`src/mmm_consts.vh`:
```
// constants of the mii management master: register map, fields, resets
// assumes a 32-bit classic wishbone slave, word addresses in adr[5:2]
`ifndef MMM_CONSTS_VH
`define MMM_CONSTS_VH

// register index in adr[5:2], alias operation in adr[7:6]
`define MMM_IDX_CONFIG     4'h0
`define MMM_IDX_COMMAND    4'h1
`define MMM_IDX_ADDRESS    4'h2
`define MMM_IDX_WRDATA     4'h3
`define MMM_IDX_RDDATA     4'h4
`define MMM_IDX_INDICATOR  4'h5
`define MMM_OP_WRITE       2'h0
`define MMM_OP_CLEAR       2'h1
`define MMM_OP_SET         2'h2
`define MMM_OP_INVERT      2'h3

// implemented bits per register
`define MMM_CONFIG_MASK    32'h0000803f
`define MMM_COMMAND_MASK   32'h00000003
`define MMM_ADDRESS_MASK   32'h00001f1f
`define MMM_WRDATA_MASK    32'h0000ffff

// reset values
`define MMM_CONFIG_RESET   32'h00000020
`define MMM_COMMAND_RESET  32'h00000000
`define MMM_ADDRESS_RESET  32'h00000100

// field positions
`define MMM_CFG_SOFT_RESET 15
`define MMM_CFG_DIV_HI     5
`define MMM_CFG_DIV_LO     2
`define MMM_CFG_PREAMBLE_SUPPRESS      1
`define MMM_CFG_SCAN_ADDRESS_INCREMENT    0
`define MMM_CMD_SCAN       1
`define MMM_CMD_READ       0
`define MMM_ADR_PHY_HI     12
`define MMM_ADR_PHY_LO     8
`define MMM_ADR_REG_HI     4
`define MMM_ADR_REG_LO     0
`define MMM_IND_BUSY       0
`define MMM_IND_SCAN       1
`define MMM_IND_READ_DATA_PENDING   2

// frame layout
`define MMM_PREAMBLE_BITS  6'h1f
`define MMM_FRAME_LAST     6'h1f
`define MMM_OE_READ_LAST   6'h12
`define MMM_DATA_FIRST     6'h0f
`define MMM_START_CODE     2'h1
`define MMM_OPC_READ       2'h2
`define MMM_OPC_WRITE      2'h1
`define MMM_TA_WRITE       2'h2

// mdc half periods in system clocks, for divisors 4..40
`define MMM_HALF_4         5'h02
`define MMM_HALF_6         5'h03
`define MMM_HALF_8         5'h04
`define MMM_HALF_10        5'h05
`define MMM_HALF_14        5'h07
`define MMM_HALF_20        5'h0a
`define MMM_HALF_28        5'h0e
`define MMM_HALF_40        5'h14

`endif

```
`src/mmm_mdc_div.v`:
```
// mdc generator: divides the system clock by the selected divisor
// assumes run is a level on the same clock; ticks are one-cycle pulses
`timescale 1ns/1ps
`include "mmm_consts.vh"

module mmm_mdc_div (
  // clock and reset
  input  wire       clock,
  input  wire       resetn,
  // control
  input  wire       run,
  input  wire [3:0] divSel,
  // mdc and its edge pulses
  output wire       mdc,
  output wire       riseTick,
  output wire       fallTick
);

  reg  [4:0] cnt_q;
  reg        mdc_q;
  reg  [4:0] half;
  wire       wrap;

  // divisor table, undefined codes fall back to the slowest
  always @*
  begin
    case (divSel)
      4'h0, 4'h1: half = `MMM_HALF_4;
      4'h2:       half = `MMM_HALF_6;
      4'h3:       half = `MMM_HALF_8;
      4'h4:       half = `MMM_HALF_10;
      4'h5:       half = `MMM_HALF_14;
      4'h6:       half = `MMM_HALF_20;
      4'h7:       half = `MMM_HALF_28;
      default:    half = `MMM_HALF_40;
    endcase
  end

  assign wrap = (cnt_q >= half - 5'h01);

  always @(posedge clock)
  begin
    if (!resetn || !run)
    begin
      cnt_q <= 5'h00;
      mdc_q <= 1'b0;
    end
    else if (wrap)
    begin
      cnt_q <= 5'h00;
      mdc_q <= ~mdc_q;
    end
    else
    begin
      cnt_q <= cnt_q + 5'h01;
    end
  end

  assign mdc      = mdc_q;
  assign riseTick = run & wrap & ~mdc_q;
  assign fallTick = run & wrap & mdc_q;

endmodule // mmm_mdc_div

```
`src/mmm_master.v`:
```
// mii management master with wishbone register file
// assumes mdioIn comes from a pin; wishbone master is on the same clock
`timescale 1ns/1ps
`include "mmm_consts.vh"

module mmm_master (
  // clock and reset
  input  wire        clock,
  input  wire        resetn,
  // wishbone slave
  input  wire        wbCyc,
  input  wire        wbStb,
  input  wire        wbWe,
  input  wire [7:0]  wbAdr,
  input  wire [3:0]  wbSel,
  input  wire [31:0] wbDatIn,
  output reg  [31:0] wbDatOut,
  output reg         wbAck,
  // management pins
  output wire        mdc,
  input  wire        mdioIn,
  output reg         mdioOut,
  output reg         mdioOe
);

  localparam ST_IDLE  = 2'h0;
  localparam ST_PRE   = 2'h1;
  localparam ST_FRAME = 2'h2;

  reg  [31:0] config_q;
  reg  [31:0] command_q;
  reg  [31:0] address_q;
  reg  [15:0] wrData_q;
  reg  [15:0] rdData_q;
  reg         wrPend_q;
  reg         rdPend_q;
  reg         read_data_pending_q;
  reg         scanning_q;
  reg  [4:0]  scanPhy_q;
  reg  [1:0]  state_q;
  reg  [5:0]  bitCnt_q;
  reg  [31:0] frame_q;
  reg         isRead_q;
  reg         isScan_q;
  reg  [15:0] rdShift_q;
  reg         mdioMeta_q;
  reg         mdioSync_q;

  wire        softReset;
  wire        engRstn;
  wire        riseTick;
  wire        fallTick;
  wire        busAccess;
  wire        busWrite;
  wire        laneOk;
  wire [31:0] laneMask;
  wire [1:0]  aliasOp;
  wire [3:0]  regIdx;
  wire        busy;
  wire [4:0]  targetPhy;
  wire [4:0]  targetReg;
  wire [4:0]  framePhy;
  wire        scanReq;
  reg  [31:0] rdMux;

  assign softReset = config_q[`MMM_CFG_SOFT_RESET];
  assign engRstn   = resetn & ~softReset;
  assign targetPhy = address_q[`MMM_ADR_PHY_HI:`MMM_ADR_PHY_LO];
  assign targetReg = address_q[`MMM_ADR_REG_HI:`MMM_ADR_REG_LO];
  assign scanReq   = command_q[`MMM_CMD_SCAN];

  // busy covers launched and queued cycles
  assign busy = (state_q != ST_IDLE) | wrPend_q | rdPend_q;

  // bus decode; write lands on the edge that the master sees ack
  assign busAccess = wbCyc & wbStb;
  assign busWrite  = busAccess & wbWe & wbAck;
  assign aliasOp   = wbAdr[7:6];
  assign regIdx    = wbAdr[5:2];
  assign laneOk    = (wbSel == 4'hf) | (wbSel == 4'h3) | (wbSel == 4'hc);
  assign laneMask  = {{8{wbSel[3]}}, {8{wbSel[2]}}, {8{wbSel[1]}}, {8{wbSel[0]}}};

  // alias update of a stored value
  function [31:0] applyWrite;
    input [31:0] oldVal;
    input [31:0] newVal;
    input [31:0] mask;
    input [1:0]  op;
    reg   [31:0] m;
    begin
      m = newVal & mask;
      case (op)
        `MMM_OP_CLEAR:  applyWrite = oldVal & ~m;
        `MMM_OP_SET:    applyWrite = oldVal | m;
        `MMM_OP_INVERT: applyWrite = oldVal ^ m;
        default:        applyWrite = (oldVal & ~mask) | m;
      endcase
    end
  endfunction

  wire        cfgWr   = busWrite & laneOk & (regIdx == `MMM_IDX_CONFIG);
  wire        cmdWr   = busWrite & laneOk & (regIdx == `MMM_IDX_COMMAND);
  wire        adrWr   = busWrite & laneOk & (regIdx == `MMM_IDX_ADDRESS);
  wire        wdWr    = busWrite & laneOk & (regIdx == `MMM_IDX_WRDATA);
  wire [31:0] cmdNext = applyWrite(command_q, wbDatIn, laneMask, aliasOp)
                        & `MMM_COMMAND_MASK;
  wire [31:0] wdNext  = applyWrite({16'h0000, wrData_q}, wbDatIn, laneMask, aliasOp)
                        & `MMM_WRDATA_MASK;

  // wishbone ack and read data
  always @*
  begin
    case (regIdx)
      `MMM_IDX_CONFIG:    rdMux = config_q;
      `MMM_IDX_COMMAND:   rdMux = command_q;
      `MMM_IDX_ADDRESS:   rdMux = address_q;
      `MMM_IDX_WRDATA:    rdMux = {16'h0000, wrData_q};
      `MMM_IDX_RDDATA:    rdMux = {16'h0000, rdData_q};
      `MMM_IDX_INDICATOR: rdMux = {29'h00000000, read_data_pending_q, scanning_q, busy};
      default:            rdMux = 32'h00000000;
    endcase
  end

  always @(posedge clock)
  begin
    if (!resetn)
    begin
      wbAck    <= 1'b0;
      wbDatOut <= 32'h00000000;
    end
    else
    begin
      wbAck    <= busAccess & ~wbAck;
      wbDatOut <= (busAccess & ~wbAck & ~wbWe) ? rdMux : 32'h00000000;
    end
  end

  // software registers; only implemented bits are stored
  always @(posedge clock)
  begin
    if (!resetn)
    begin
      config_q  <= `MMM_CONFIG_RESET;
      command_q <= `MMM_COMMAND_RESET;
      address_q <= `MMM_ADDRESS_RESET;
      wrData_q  <= 16'h0000;
    end
    else
    begin
      if (cfgWr)
        config_q <= applyWrite(config_q, wbDatIn, laneMask, aliasOp)
                    & `MMM_CONFIG_MASK;
      if (cmdWr)
        command_q <= cmdNext;
      if (adrWr)
        address_q <= applyWrite(address_q, wbDatIn, laneMask, aliasOp)
                     & `MMM_ADDRESS_MASK;
      if (wdWr && !busy)
        wrData_q <= wdNext[15:0];
    end
  end

  // mdio input synchroniser
  always @(posedge clock)
  begin
    if (!resetn)
    begin
      mdioMeta_q <= 1'b0;
      mdioSync_q <= 1'b0;
    end
    else
    begin
      mdioMeta_q <= mdioIn;
      mdioSync_q <= mdioMeta_q;
    end
  end

  mmm_mdc_div uDiv (
    .clock    (clock),
    .resetn   (engRstn),
    .run      (1'b1),
    .divSel   (config_q[`MMM_CFG_DIV_HI:`MMM_CFG_DIV_LO]),
    .mdc      (mdc),
    .riseTick (riseTick),
    .fallTick (fallTick)
  );

  // phy of the next read: scan sweep or the programmed address
  assign framePhy = (wrPend_q | rdPend_q) ? targetPhy : scanPhy_q;

  // frame engine; bits change on mdc fall, phy samples on rise
  always @(posedge clock)
  begin
    if (!engRstn)
    begin
      state_q    <= ST_IDLE;
      bitCnt_q   <= 6'h00;
      frame_q    <= 32'h00000000;
      isRead_q   <= 1'b0;
      isScan_q   <= 1'b0;
      rdShift_q  <= 16'h0000;
      rdData_q   <= 16'h0000;
      wrPend_q   <= 1'b0;
      rdPend_q   <= 1'b0;
      read_data_pending_q <= 1'b0;
      scanning_q <= 1'b0;
      scanPhy_q  <= 5'h01;
      mdioOut    <= 1'b1;
      mdioOe     <= 1'b0;
    end
    else
    begin
      if (!scanReq && state_q == ST_IDLE)
        scanning_q <= 1'b0;
      case (state_q)
        ST_IDLE:
        begin
          if (fallTick && (wrPend_q || rdPend_q || scanReq))
          begin
            isRead_q <= ~wrPend_q;
            isScan_q <= ~wrPend_q & ~rdPend_q;
            wrPend_q <= 1'b0;
            rdPend_q <= 1'b0;
            if (!wrPend_q && !rdPend_q)
            begin
              scanning_q <= 1'b1;
              read_data_pending_q <= 1'b1;
            end
            if (wrPend_q)
              frame_q <= {`MMM_START_CODE, `MMM_OPC_WRITE, targetPhy, targetReg,
                          `MMM_TA_WRITE, wrData_q};
            else if (rdPend_q)
              frame_q <= {`MMM_START_CODE, `MMM_OPC_READ, framePhy, targetReg,
                          18'h3ffff};
            else
              frame_q <= {`MMM_START_CODE, `MMM_OPC_READ, framePhy, targetReg,
                          18'h3ffff};
            mdioOe <= 1'b1;
            if (config_q[`MMM_CFG_PREAMBLE_SUPPRESS])
            begin
              state_q  <= ST_FRAME;
              bitCnt_q <= `MMM_FRAME_LAST;
              mdioOut  <= 1'b0;
            end
            else
            begin
              state_q  <= ST_PRE;
              bitCnt_q <= `MMM_PREAMBLE_BITS;
              mdioOut  <= 1'b1;
            end
          end
        end
        ST_PRE:
        begin
          if (fallTick)
          begin
            if (bitCnt_q == 6'h00)
            begin
              state_q  <= ST_FRAME;
              bitCnt_q <= `MMM_FRAME_LAST;
              mdioOut  <= frame_q[31];
            end
            else
            begin
              bitCnt_q <= bitCnt_q - 6'h01;
            end
          end
        end
        ST_FRAME:
        begin
          if (riseTick && isRead_q && bitCnt_q <= `MMM_DATA_FIRST)
            rdShift_q <= {rdShift_q[14:0], mdioSync_q};
          if (fallTick)
          begin
            if (bitCnt_q == 6'h00)
            begin
              state_q <= ST_IDLE;
              mdioOe  <= 1'b0;
              mdioOut <= 1'b1;
              if (isRead_q)
              begin
                rdData_q   <= rdShift_q;
                read_data_pending_q <= rdPend_q;
              end
              if (isScan_q && config_q[`MMM_CFG_SCAN_ADDRESS_INCREMENT])
                scanPhy_q <= (scanPhy_q >= targetPhy) ? 5'h01
                             : scanPhy_q + 5'h01;
              else if (isScan_q)
                scanPhy_q <= targetPhy;
            end
            else
            begin
              bitCnt_q <= bitCnt_q - 6'h01;
              frame_q  <= {frame_q[30:0], 1'b1};
              mdioOut  <= frame_q[30];
              if (isRead_q && bitCnt_q <= `MMM_OE_READ_LAST)
                mdioOe <= 1'b0;
            end
          end
        end
        default:
        begin
          state_q <= ST_IDLE;
        end
      endcase
      // new commands only while idle; after the case so a set beats a launch
      if (wdWr && !busy)
        wrPend_q <= 1'b1;
      if (cmdWr && !busy && cmdNext[`MMM_CMD_READ] && !command_q[`MMM_CMD_READ])
      begin
        rdPend_q   <= 1'b1;
        read_data_pending_q <= 1'b1;
      end
      // a fresh scan starts at phy 1 or at the fixed target
      if (state_q == ST_IDLE && !scanning_q && !scanReq)
        scanPhy_q <= config_q[`MMM_CFG_SCAN_ADDRESS_INCREMENT] ? 5'h01 : targetPhy;
    end
  end

endmodule // mmm_master

```
`config.mk`:
```
export PLATFORM = sky130hd
export DESIGN_NAME = mmm_master
export DESIGN_NICKNAME = d
export VERILOG_FILES = /design/src/mmm_mdc_div.v /design/src/mmm_master.v
export VERILOG_INCLUDE_DIRS = /design/src /design/src/src
export SDC_FILE = /design/constraint.sdc
export NUM_CORES = 1
export LEC_CHECK = 0
export BUFFER_PORTS_ARGS = -buffer_cell sky130_fd_sc_hd__buf_2
export CAP_MARGIN = 15
export CORE_MARGIN = 2
export CORE_UTILIZATION = 30
export CTS_BUF_LIST = sky130_fd_sc_hd__clkbuf_4 sky130_fd_sc_hd__clkbuf_8 sky130_fd_sc_hd__clkbuf_16
export DETAILED_ROUTE_END_ITERATION = 16
export PLACE_DENSITY = 0.54
export SYNTH_ARGS = -nofsm -noshare
export SYNTH_HDL_FRONTEND = slang
export SYNTH_SLANG_ARGS = --single-unit
```
`constraint.sdc`:
```
create_clock -name clock -period 3.45 [get_ports clock]
set_input_delay 0.345 -clock clock [delete_from_list [all_inputs] [get_ports clock]]
set_output_delay 0.345 -clock clock [all_outputs]
set_load 0.01 [all_outputs]
```
==> metrics.md, run 1 <==
| Metric | Value |
|---|---|
| Final hold slack | 0.119 ns |
| Crit start category | register |
| P&R area growth vs syn | 12.2% |
| Clock skew | 0.0115 ns |
| Core Region | 28700 um2 |
| Synth area leader | dfxtp_1 |
| CP arrival | 3.31 ns |
| Hold Vio Cnt, Final | 0 |
| Clock power share | 47.4% |
| Yosys warnings | 0 |
| Die area | between 30000 and 40000 um2 |
| Pint | between 0.002 and 0.003 W |
| M2 GR Usage | 24.9% |
| Layout Cells excl Fill | between 1k and 1.5k |
| Async SR Flop Fraction | 0% |
| Via density | ~5 |
| CP max FO | 21 |
| Post-CTS Setup Inserts | 0 |
| Post_cts resized | 0 |
| # fillers | 3050 |
| GR Overflow Total | 0 |
| Dpl hpwl | 17100 um |
| Max Fclk | 0.328 GHz |
| Crit Path Category | reg2reg |
| CP endpoint kind | register |
| Die Ht | 175 um |
| WL per Instance | 16.3 um |
| Largest net degree at the start of global routing | 39 |
| Sequential group share of total power | 46.1% |
| Cells along the critical path | inv_1 -> nand2_1 -> ha_1 -> xor2_1 -> ha_1 -> a21o_1 -> a31oi_1 -> o21ai_1 -> buf_4 -> a21boi_0 -> or3_1 -> o211ai_1 |
| First-pass GRT wire length | 38900 um |
| Layout Nets | 1206 |
| Setup TNS | 0 ns |
| Initial DRT Pass Iterations | 5 |
| Max-capacitance violation count | 0 |
| Seq cells post-synth | 149 |
| Clk pin slew, worst setup/hold paths | around 0.070 ns |
| Final setup fails | 0 |
| # port buffers | 51 |
| CTS tree | yes |
| DP Cell Count | 1450 |
| Slew Limit Fails | 0 |
| Root Buffer | clkbuf_16 |
| Number of synthesized flops with an enable pin | 0 |
| PD cells | 381 nW/um2 |
| Status | complete, no violations |
| Clock sinks | 149 |
| Maximum clock path buffer count | 2 |
| Hold Crit Depth | 2 |
| Total CTS buffers | 17 |
| R2r worst-path depth | 12 |
| Initial antenna violation count | 0 |
| Fin crit period | ~3.0 ns |
| DR iter-0 viols | 616 |
| Antenna-violating nets left | 0 |
| Syn Std Cell Area | about 9000 um2 |
| Worst hold path type | in2reg |
| DR vias | 7530 |
| Crit-path most repeated cell | ha_1 |
| Synthesized instance count | 1067 |
| H-tree depth | 4 |
| Synth top area share | 34.1% |
| FF/Latch Area | approximately 3000 um2 |
| RSZ-0062 raised after global routing | false |
| Top cells by area, synth | dfxtp_1 (34%), ha_1 (10%), nand2_1 (7.9%) |
| Worst-Margin Slew | between 0.8 and 0.9 ns |
| Logic pwr share | about 6.5% |
| Vias in the first global route | 6892 |
| Worst path required time | roughly 3.7 ns |
| Final Cycle Share | 88.4% |
| Unique masters post-synth | 69 |
| Switching Share | 26.4% |
| Max-Slew Margin vs Limit | around two fifths |
| FP Rows | 62 |
| CTS Hold Bufs | 0 |
| GRT Util Overall | 16.0% |
| CP max stage delay | between 0.4 and 0.5 ns |
| Layout cells sized above 1 | between 10% and 20% |
| Peak supply drop | 0.325 mV |
| Synth Flop Type | dfxtp_1 |
| Psw | 0.000988 W |
| GPL Wtd Cong | slightly above 0.8 |
| Top cells by count, synth | nand2_1 (184), dfxtp_1 (149), a21oi_1 (117), nor2_1 (76), ha_1 (71) |
| Footprint of the multi-input gates | 5190 um2 |
| Sequential share of the synthesized area | 34.1% |
| Most frequent cell after synthesis | nand2_1 |
| Leakage | around 3.7 nW |
| Drc violations | 0 |
| Grt met1 use | approximately 23% |
| Initial Utilization | between 30% and 40% |
| CP max stage cell | dfxtp_1 |
| Grt peak-use layer | met2 |
| Syn Area/Cell | roughly 8.2 um2 |
| Met3 capacity usage during global routing | 2.42% |
| Clk_lat worst skew | 0.43 ns |
| ANT cells | 0 |
| DIE WIDTH | 175 um |
| Final WL | 24100 um |
| Io pins | 86 |
==> cells by family (layout without fill, tap and decap cells) <==
| family | Yosys count | after routing | synth area share (%) |
|---|---|---|---|
| AND/OR/NAND/NOR | 358 | 358 | 18.7 |
| AO/OA/AOI/OAI | 275 | 275 | 20.3 |
| flip-flops | 149 | 149 | 34.1 |
| buffers and inverters | 138 | 154 | 7.72 |
| adder cells (fa/ha/maj) | 71 | 71 | 10.1 |
| multiplexers | 68 | 68 | 8.34 |
| XOR/XNOR | 7 | 7 | 0.700 |
| other | 1 | 16 | 0.0428 |
==> stage by stage <==
stage,total power (W),area [um2],setup slack [ns],utilization (%)
floorplan,0.00195,8810,0.758,-
global placement,0.00200,9280,0.440,32.3
detailed placement,0.00201,9280,0.392,32.3
CTS,0.00379,9830,0.385,34.2
finish,0.00374,9830,0.401,34.2
global route,0.00389,9830,0.165,34.2
==> worst max-delay path: cells and delay by family (launching register included) <==
kind | cells | cell delay [ns]
AOI/OAI and AO/OA | 5 | 1.08
adders and majority gates | 2 | 0.49
DFF | 1 | 0.42
buffers and inverters | 2 | 0.34
and+or+nand+nor | 2 | 0.30
xor gates and xnor gates | 1 | 0.25
==> cells in the final DEF, fill, tap and decap left out, types with 4 or more instances in the layout <==
| cell type | n |
|---|---|
| a211oi_1 | 19 |
| a211oi_2 | 5 |
| a21o_1 | 6 |
| a21oi_1 | 117 |
| a221oi_1 | 19 |
| a222oi_1 | 10 |
| a22oi_1 | 10 |
| a31oi_1 | 7 |
| and2_1 | 5 |
| buf_2 | 51 |
| buf_4 | 23 |
| clkbuf_16 | 17 |
| clkinvlp_4 | 4 |
| conb_1 | 16 |
| dfxtp_1 | 149 |
| ha_1 | 70 |
| inv_1 | 46 |
| inv_6 | 4 |
| mux2_2 | 10 |
| mux2i_1 | 55 |
| nand2_1 | 183 |
| nand2b_1 | 9 |
| nand3_1 | 17 |
| nor2_1 | 76 |
| nor2b_1 | 20 |
| nor3_1 | 10 |
| o211ai_1 | 13 |
| o21ai_0 | 42 |
| or2_2 | 4 |
| or3_1 | 6 |
| xor2_1 | 4 |
==> final timing paths <==
kind	startpoint	slack [ns]	end
worst min-delay path	mdioIn	0.12	mdioMeta_q
worst max register to register	register	0.40	mdioOut
worst min register to register	mdioMeta_q	0.45	mdioSync_q
worst max-delay path	register	0.40	mdioOut
==> layout make-up <==
| class | count | area share, % |
|---|---|---|
| Clock buffer | 18 | 4.41 |
| Clock inverter | 14 | 1.21 |
| Inverter | 47 | 1.80 |
| Multi-Input combinational cell | 795 | 52.8 |
| Sequential cell | 149 | 30.4 |
| Tap cell | 384 | 4.89 |
| Timing Repair Buffer | 75 | 4.56 |
==> power by group through the flow <==
stage | clock network (W) | registers [W] | logic (W)
finish | 0.00177 | 0.00173 | 0.000242
global placement | 0 | 0.00177 | 0.000238
detailed placement | 0 | 0.00177 | 0.000243
CTS | 0.00181 | 0.00173 | 0.000244
global route | 0.00189 | 0.00173 | 0.000274
floorplan | 0 | 0.00177 | 0.000187
==> per-layer routing <==
metal,vias to the layer above,wire [um]
li1,3747,-
met3,21,878
met4,0,482
met2,159,11000
met1,3603,11800
met5,-,0
No activity file was read; power rests on OpenSTA's default activity.
==> run 2: changes to the inputs <==
--- a/config.mk
+++ b/config.mk
@@ -6,6 +6,7 @@
 export SDC_FILE = /design/constraint.sdc
 export NUM_CORES = 1
 export LEC_CHECK = 0
+export ABC_AREA = 1
 export BUFFER_PORTS_ARGS = -buffer_cell sky130_fd_sc_hd__buf_2
 export CAP_MARGIN = 15
 export CORE_MARGIN = 2
@@ -15,4 +16,5 @@
 export PLACE_DENSITY = 0.54
 export SYNTH_ARGS = -nofsm -noshare
 export SYNTH_HDL_FRONTEND = slang
+export SYNTH_HIERARCHICAL = 1
 export SYNTH_SLANG_ARGS = --single-unit
==> run 2 against run 1 <==
Compared with the run above: critical path depth grew 6; sequential power shrank 3%; first-iteration DRC count shrank 17%; area after synthesis shrank 7.6%; setup slack lost 0.028 ns; clock power grew 12%; global-route usage grew 0.30 points; sequential share of layout area grew 0.94 points; routed wire length shrank 6.8%; synthesized cell count grew 3.2%; non-clock buffer count shrank 5; via count shrank 2.9%.
==> metrics.md, run 2 <==
| Metric | Value |
|---|---|
| Grt peak-use layer | met2 |
| DIE WIDTH | 168 um |
| Most frequent cells in the layout | nand2_1 (212), dfxtp_1 (145), o21ai_0 (113), a21oi_1 (110), inv_1 (105) |
| Initial Utilization | 30.3% |
| CTS tree | yes |
| Final Cycle Share | 89.2% |
| Syn Area/Cell | ~7.3 um2 |
| Die Ht | around 170 um |
| Layout Nets | 1263 |
| Io pins | 86 |
| Synth area leader | dfxtp_1 |
| Slew Limit Fails | 0 |
| GR Overflow Total | 0 |
| First-pass GRT wire length | 37200 um |
| Initial antenna violation count | 0 |
| Fin util | 34.7% |
| Initial DRT Pass Iterations | 5 |
| Critical Path Sink | frame_q[29] |
| Antenna-violating nets left | 0 |
| R2R Path End | frame_q[29] |
| Unique masters post-synth | 43 |
| Grt met1 use | 22.8% |
| Max-capacitance violation count | 0 |
| GRT Util Overall | 16.3% |
| FP Rows | 60 |
| Root Buffer | clkbuf_16 |
| Sequential share of the synthesized area | 35.9% |
| Clock sinks | 145 |
| Vias in the first global route | 6988 |
| CP max stage cell | dfxtp_1 |
| CP Depth | 18 |
| ANT cells | 0 |
| Final hold slack | 0.0994 ns |
| Yosys warnings | 6 |
| Total CTS buffers | 17 |
| Post-CTS Setup Inserts | 0 |
| Hold Vio Cnt, Final | 0 |
| Drc violations | 0 |
| CP arrival | 3.39 ns |
| CP endpoint kind | register |
| Layout cells sized above 1 | 12.6% |
| Worst path required time | 3.76 ns |
| Maximum clock path buffer count | 2 |
| Via density | between 4 and 5 |
| Most frequent cell after synthesis | nand2_1 |
| Footprint of the multi-input gates | 4500 um2 |
| Worst-Margin Slew | 0.818 ns |
| DR iter-0 viols | 510 |
| GPL Wtd Cong | 0.869 |
| M2 GR Usage | between 20% and 30% |
| Leakage | approximately 3.9 nW |
| Clk pin slew, worst setup/hold paths | 0.07 ns |
| Number of synthesized flops with an enable pin | 0 |
| Worst R2R Setup Slack | 0.37 ns |
| Cells along the critical path | inv_1 -> nand2_1 -> inv_1 -> o21ai_1 -> ha_1 -> xnor2_1 -> ha_1 -> nand2_1 -> nor2_2 -> nand2_2 -> nand3_2 -> nand2_2 -> nor2_2 -> nand3_2 -> nor2_4 -> buf_4 -> o21a_1 -> a21oi_1 |
| Top cells by count, synth | nand2_1 (212), dfxtp_1 (145), o21ai_0 (113), a21oi_1 (110), inv_1 (105) |
| Max Fclk | 0.325 GHz |
| Synth Flop Type | dfxtp_1 |
| Met3 capacity usage during global routing | 2.75% |
| Layout Cells excl Fill | 1497 |
| CP max stage delay | about 0.43 ns |
| Post_cts resized | 0 |
| Async SR Flop Fraction | 0% |
| Synthesized instance count | 1101 |
| # port buffers | 51 |
| Core Region | between 20000 and 30000 um2 |
| Synth top area share | 35.9% |
| Final WL | roughly 22000 um |
| Setup TNS | 0 ns |
| CP bufs+invs | 3 |
| Peak supply drop | 0.304 mV |
| Die area | 28300 um2 |
| DR vias | approximately 7.3k |
| P&R area growth vs syn | 14.6% |
| PD cells | 418 nW/um2 |
| Syn Std Cell Area | 8090 um2 |
| Status | complete, no violations |
| Fin crit period | roughly 3.1 ns |
| # fillers | 2842 |
| WL per Instance | 15.0 um |
| Final setup fails | 0 |
| Dpl hpwl | 16400 um |
| R2r worst-path depth | 18 |
| DP Cell Count | 1465 |
| RSZ-0062 raised after global routing | false |
| CTS Hold Bufs | 0 |
| CP max FO | 32 |
| Most common cell after layout, fill and taps aside | nand2_1 |
| Max-Slew Margin vs Limit | 45.4% |
| H-tree depth | 4 |
| Crit Path Category | reg2reg |
| Seq cells post-synth | 145 |
| Top cells by area, synth | dfxtp_1 (36%), ha_1 (11%), nand2_1 (9.8%) |
| Top delay family on crit path | simple AND/OR/NAND/NOR gates |
| Clk_lat worst skew | about 0.42 ns |
| Clock skew | about 0.012 ns |
| Crit start category | register |
| Worst hold path type | in2reg |
| FF/Latch Area | 2900 um2 |
| Largest net degree at the start of global routing | 42 |
[run 2: changes by cell type after synthesis, sizes merged, moves of 18 or more]
cell / before / now
o21ai: 43 / 129
inv: 47 / 110
mux2i: 55 / 0
nand2: 184 / 221
clkbuf: 44 / 24
nor2b: 20 / 0
a221oi: 20 / 2
[run 2: per-layer routing]
| layer | share of wire [%] | routed length, um | vias to the layer above |
|---|---|---|---|
| li1 | - | - | 3797 |
| met2 | 44 | 9900 | 127 |
| met4 | 2.3 | 510 | 0 |
| met1 | 51 | 11400 | 3361 |
| met3 | 3.2 | 717 | 25 |
| met5 | 0 | 0 | - |
[run 2: metrics by stage]
stage / cell area, um2 / total power [W] / setup WS [ns]
final: 9280 / 0.00388 / 0.372
after global routing: 9280 / 0.00402 / 0.00315
after CTS: 9280 / 0.00392 / 0.365
after detailed placement: 8650 / 0.00193 / 0.380
after global placement: 8650 / 0.00192 / 0.432
after floorplan: 8160 / 0.00186 / 0.888
[run 2: cells by family after synthesis]
group           after synthesis  share of synthesized area (%)
simple gates                354                           18.2
compound gates              348                           24.9
buf+inv                     176                           9.43
flops                       145                           35.9
fa+ha+maj                    70                           10.8
xor+xnor                      6                          0.650
other cells                   2                         0.0928
[run 2: worst register-to-register path, cell delays in order (launching register included)]
cell and delay, ns:
dfxtp_1 0.43, inv_1 0.08, nand2_1 0.10, inv_1 0.05, o21ai_1 0.17, ha_1 0.19, xnor2_1 0.07, ha_1 0.29
nand2_1 0.06, nor2_2 0.09, nand2_2 0.08, nand3_2 0.09, nand2_2 0.07, nor2_2 0.31, nand3_2 0.20, nor2_4 0.12
buf_4 0.29, o21a_1 0.21, a21oi_1 0.06
[run 2: area by class of cell]
class                           instances  area share, %
Multi-Input combinational cell        797           48.5
Sequential cell                       145           31.3
Clock buffer                           18           4.73
Tap cell                              341           4.60
Inverter                              112           4.53
Timing Repair Buffer                   70           4.29
Clock inverter                         14           2.05
[run 2: worst min path at each step]
stage	from	to	slack (ns)	cells after the start
4_1_cts	mdioIn	mdioMeta_q	0.09	3
2_1_floorplan	mdioMeta_q	mdioSync_q	0.39	2
5_1_grt	mdioIn	mdioMeta_q	0.10	3
3_5_place_dp	mdioMeta_q	mdioSync_q	0.45	2
6_report	mdioIn	mdioMeta_q	0.1	3
3_3_place_gp	read_data_pending_q	read_data_pending_q	0.44	2
[run 2: power by group]
group          internal, W  switching [W]  leakage [nW]
clock network      0.00118       0.000808         0.307
registers          0.00168     0.00000232          1.17
logic            0.0000625       0.000148          2.39
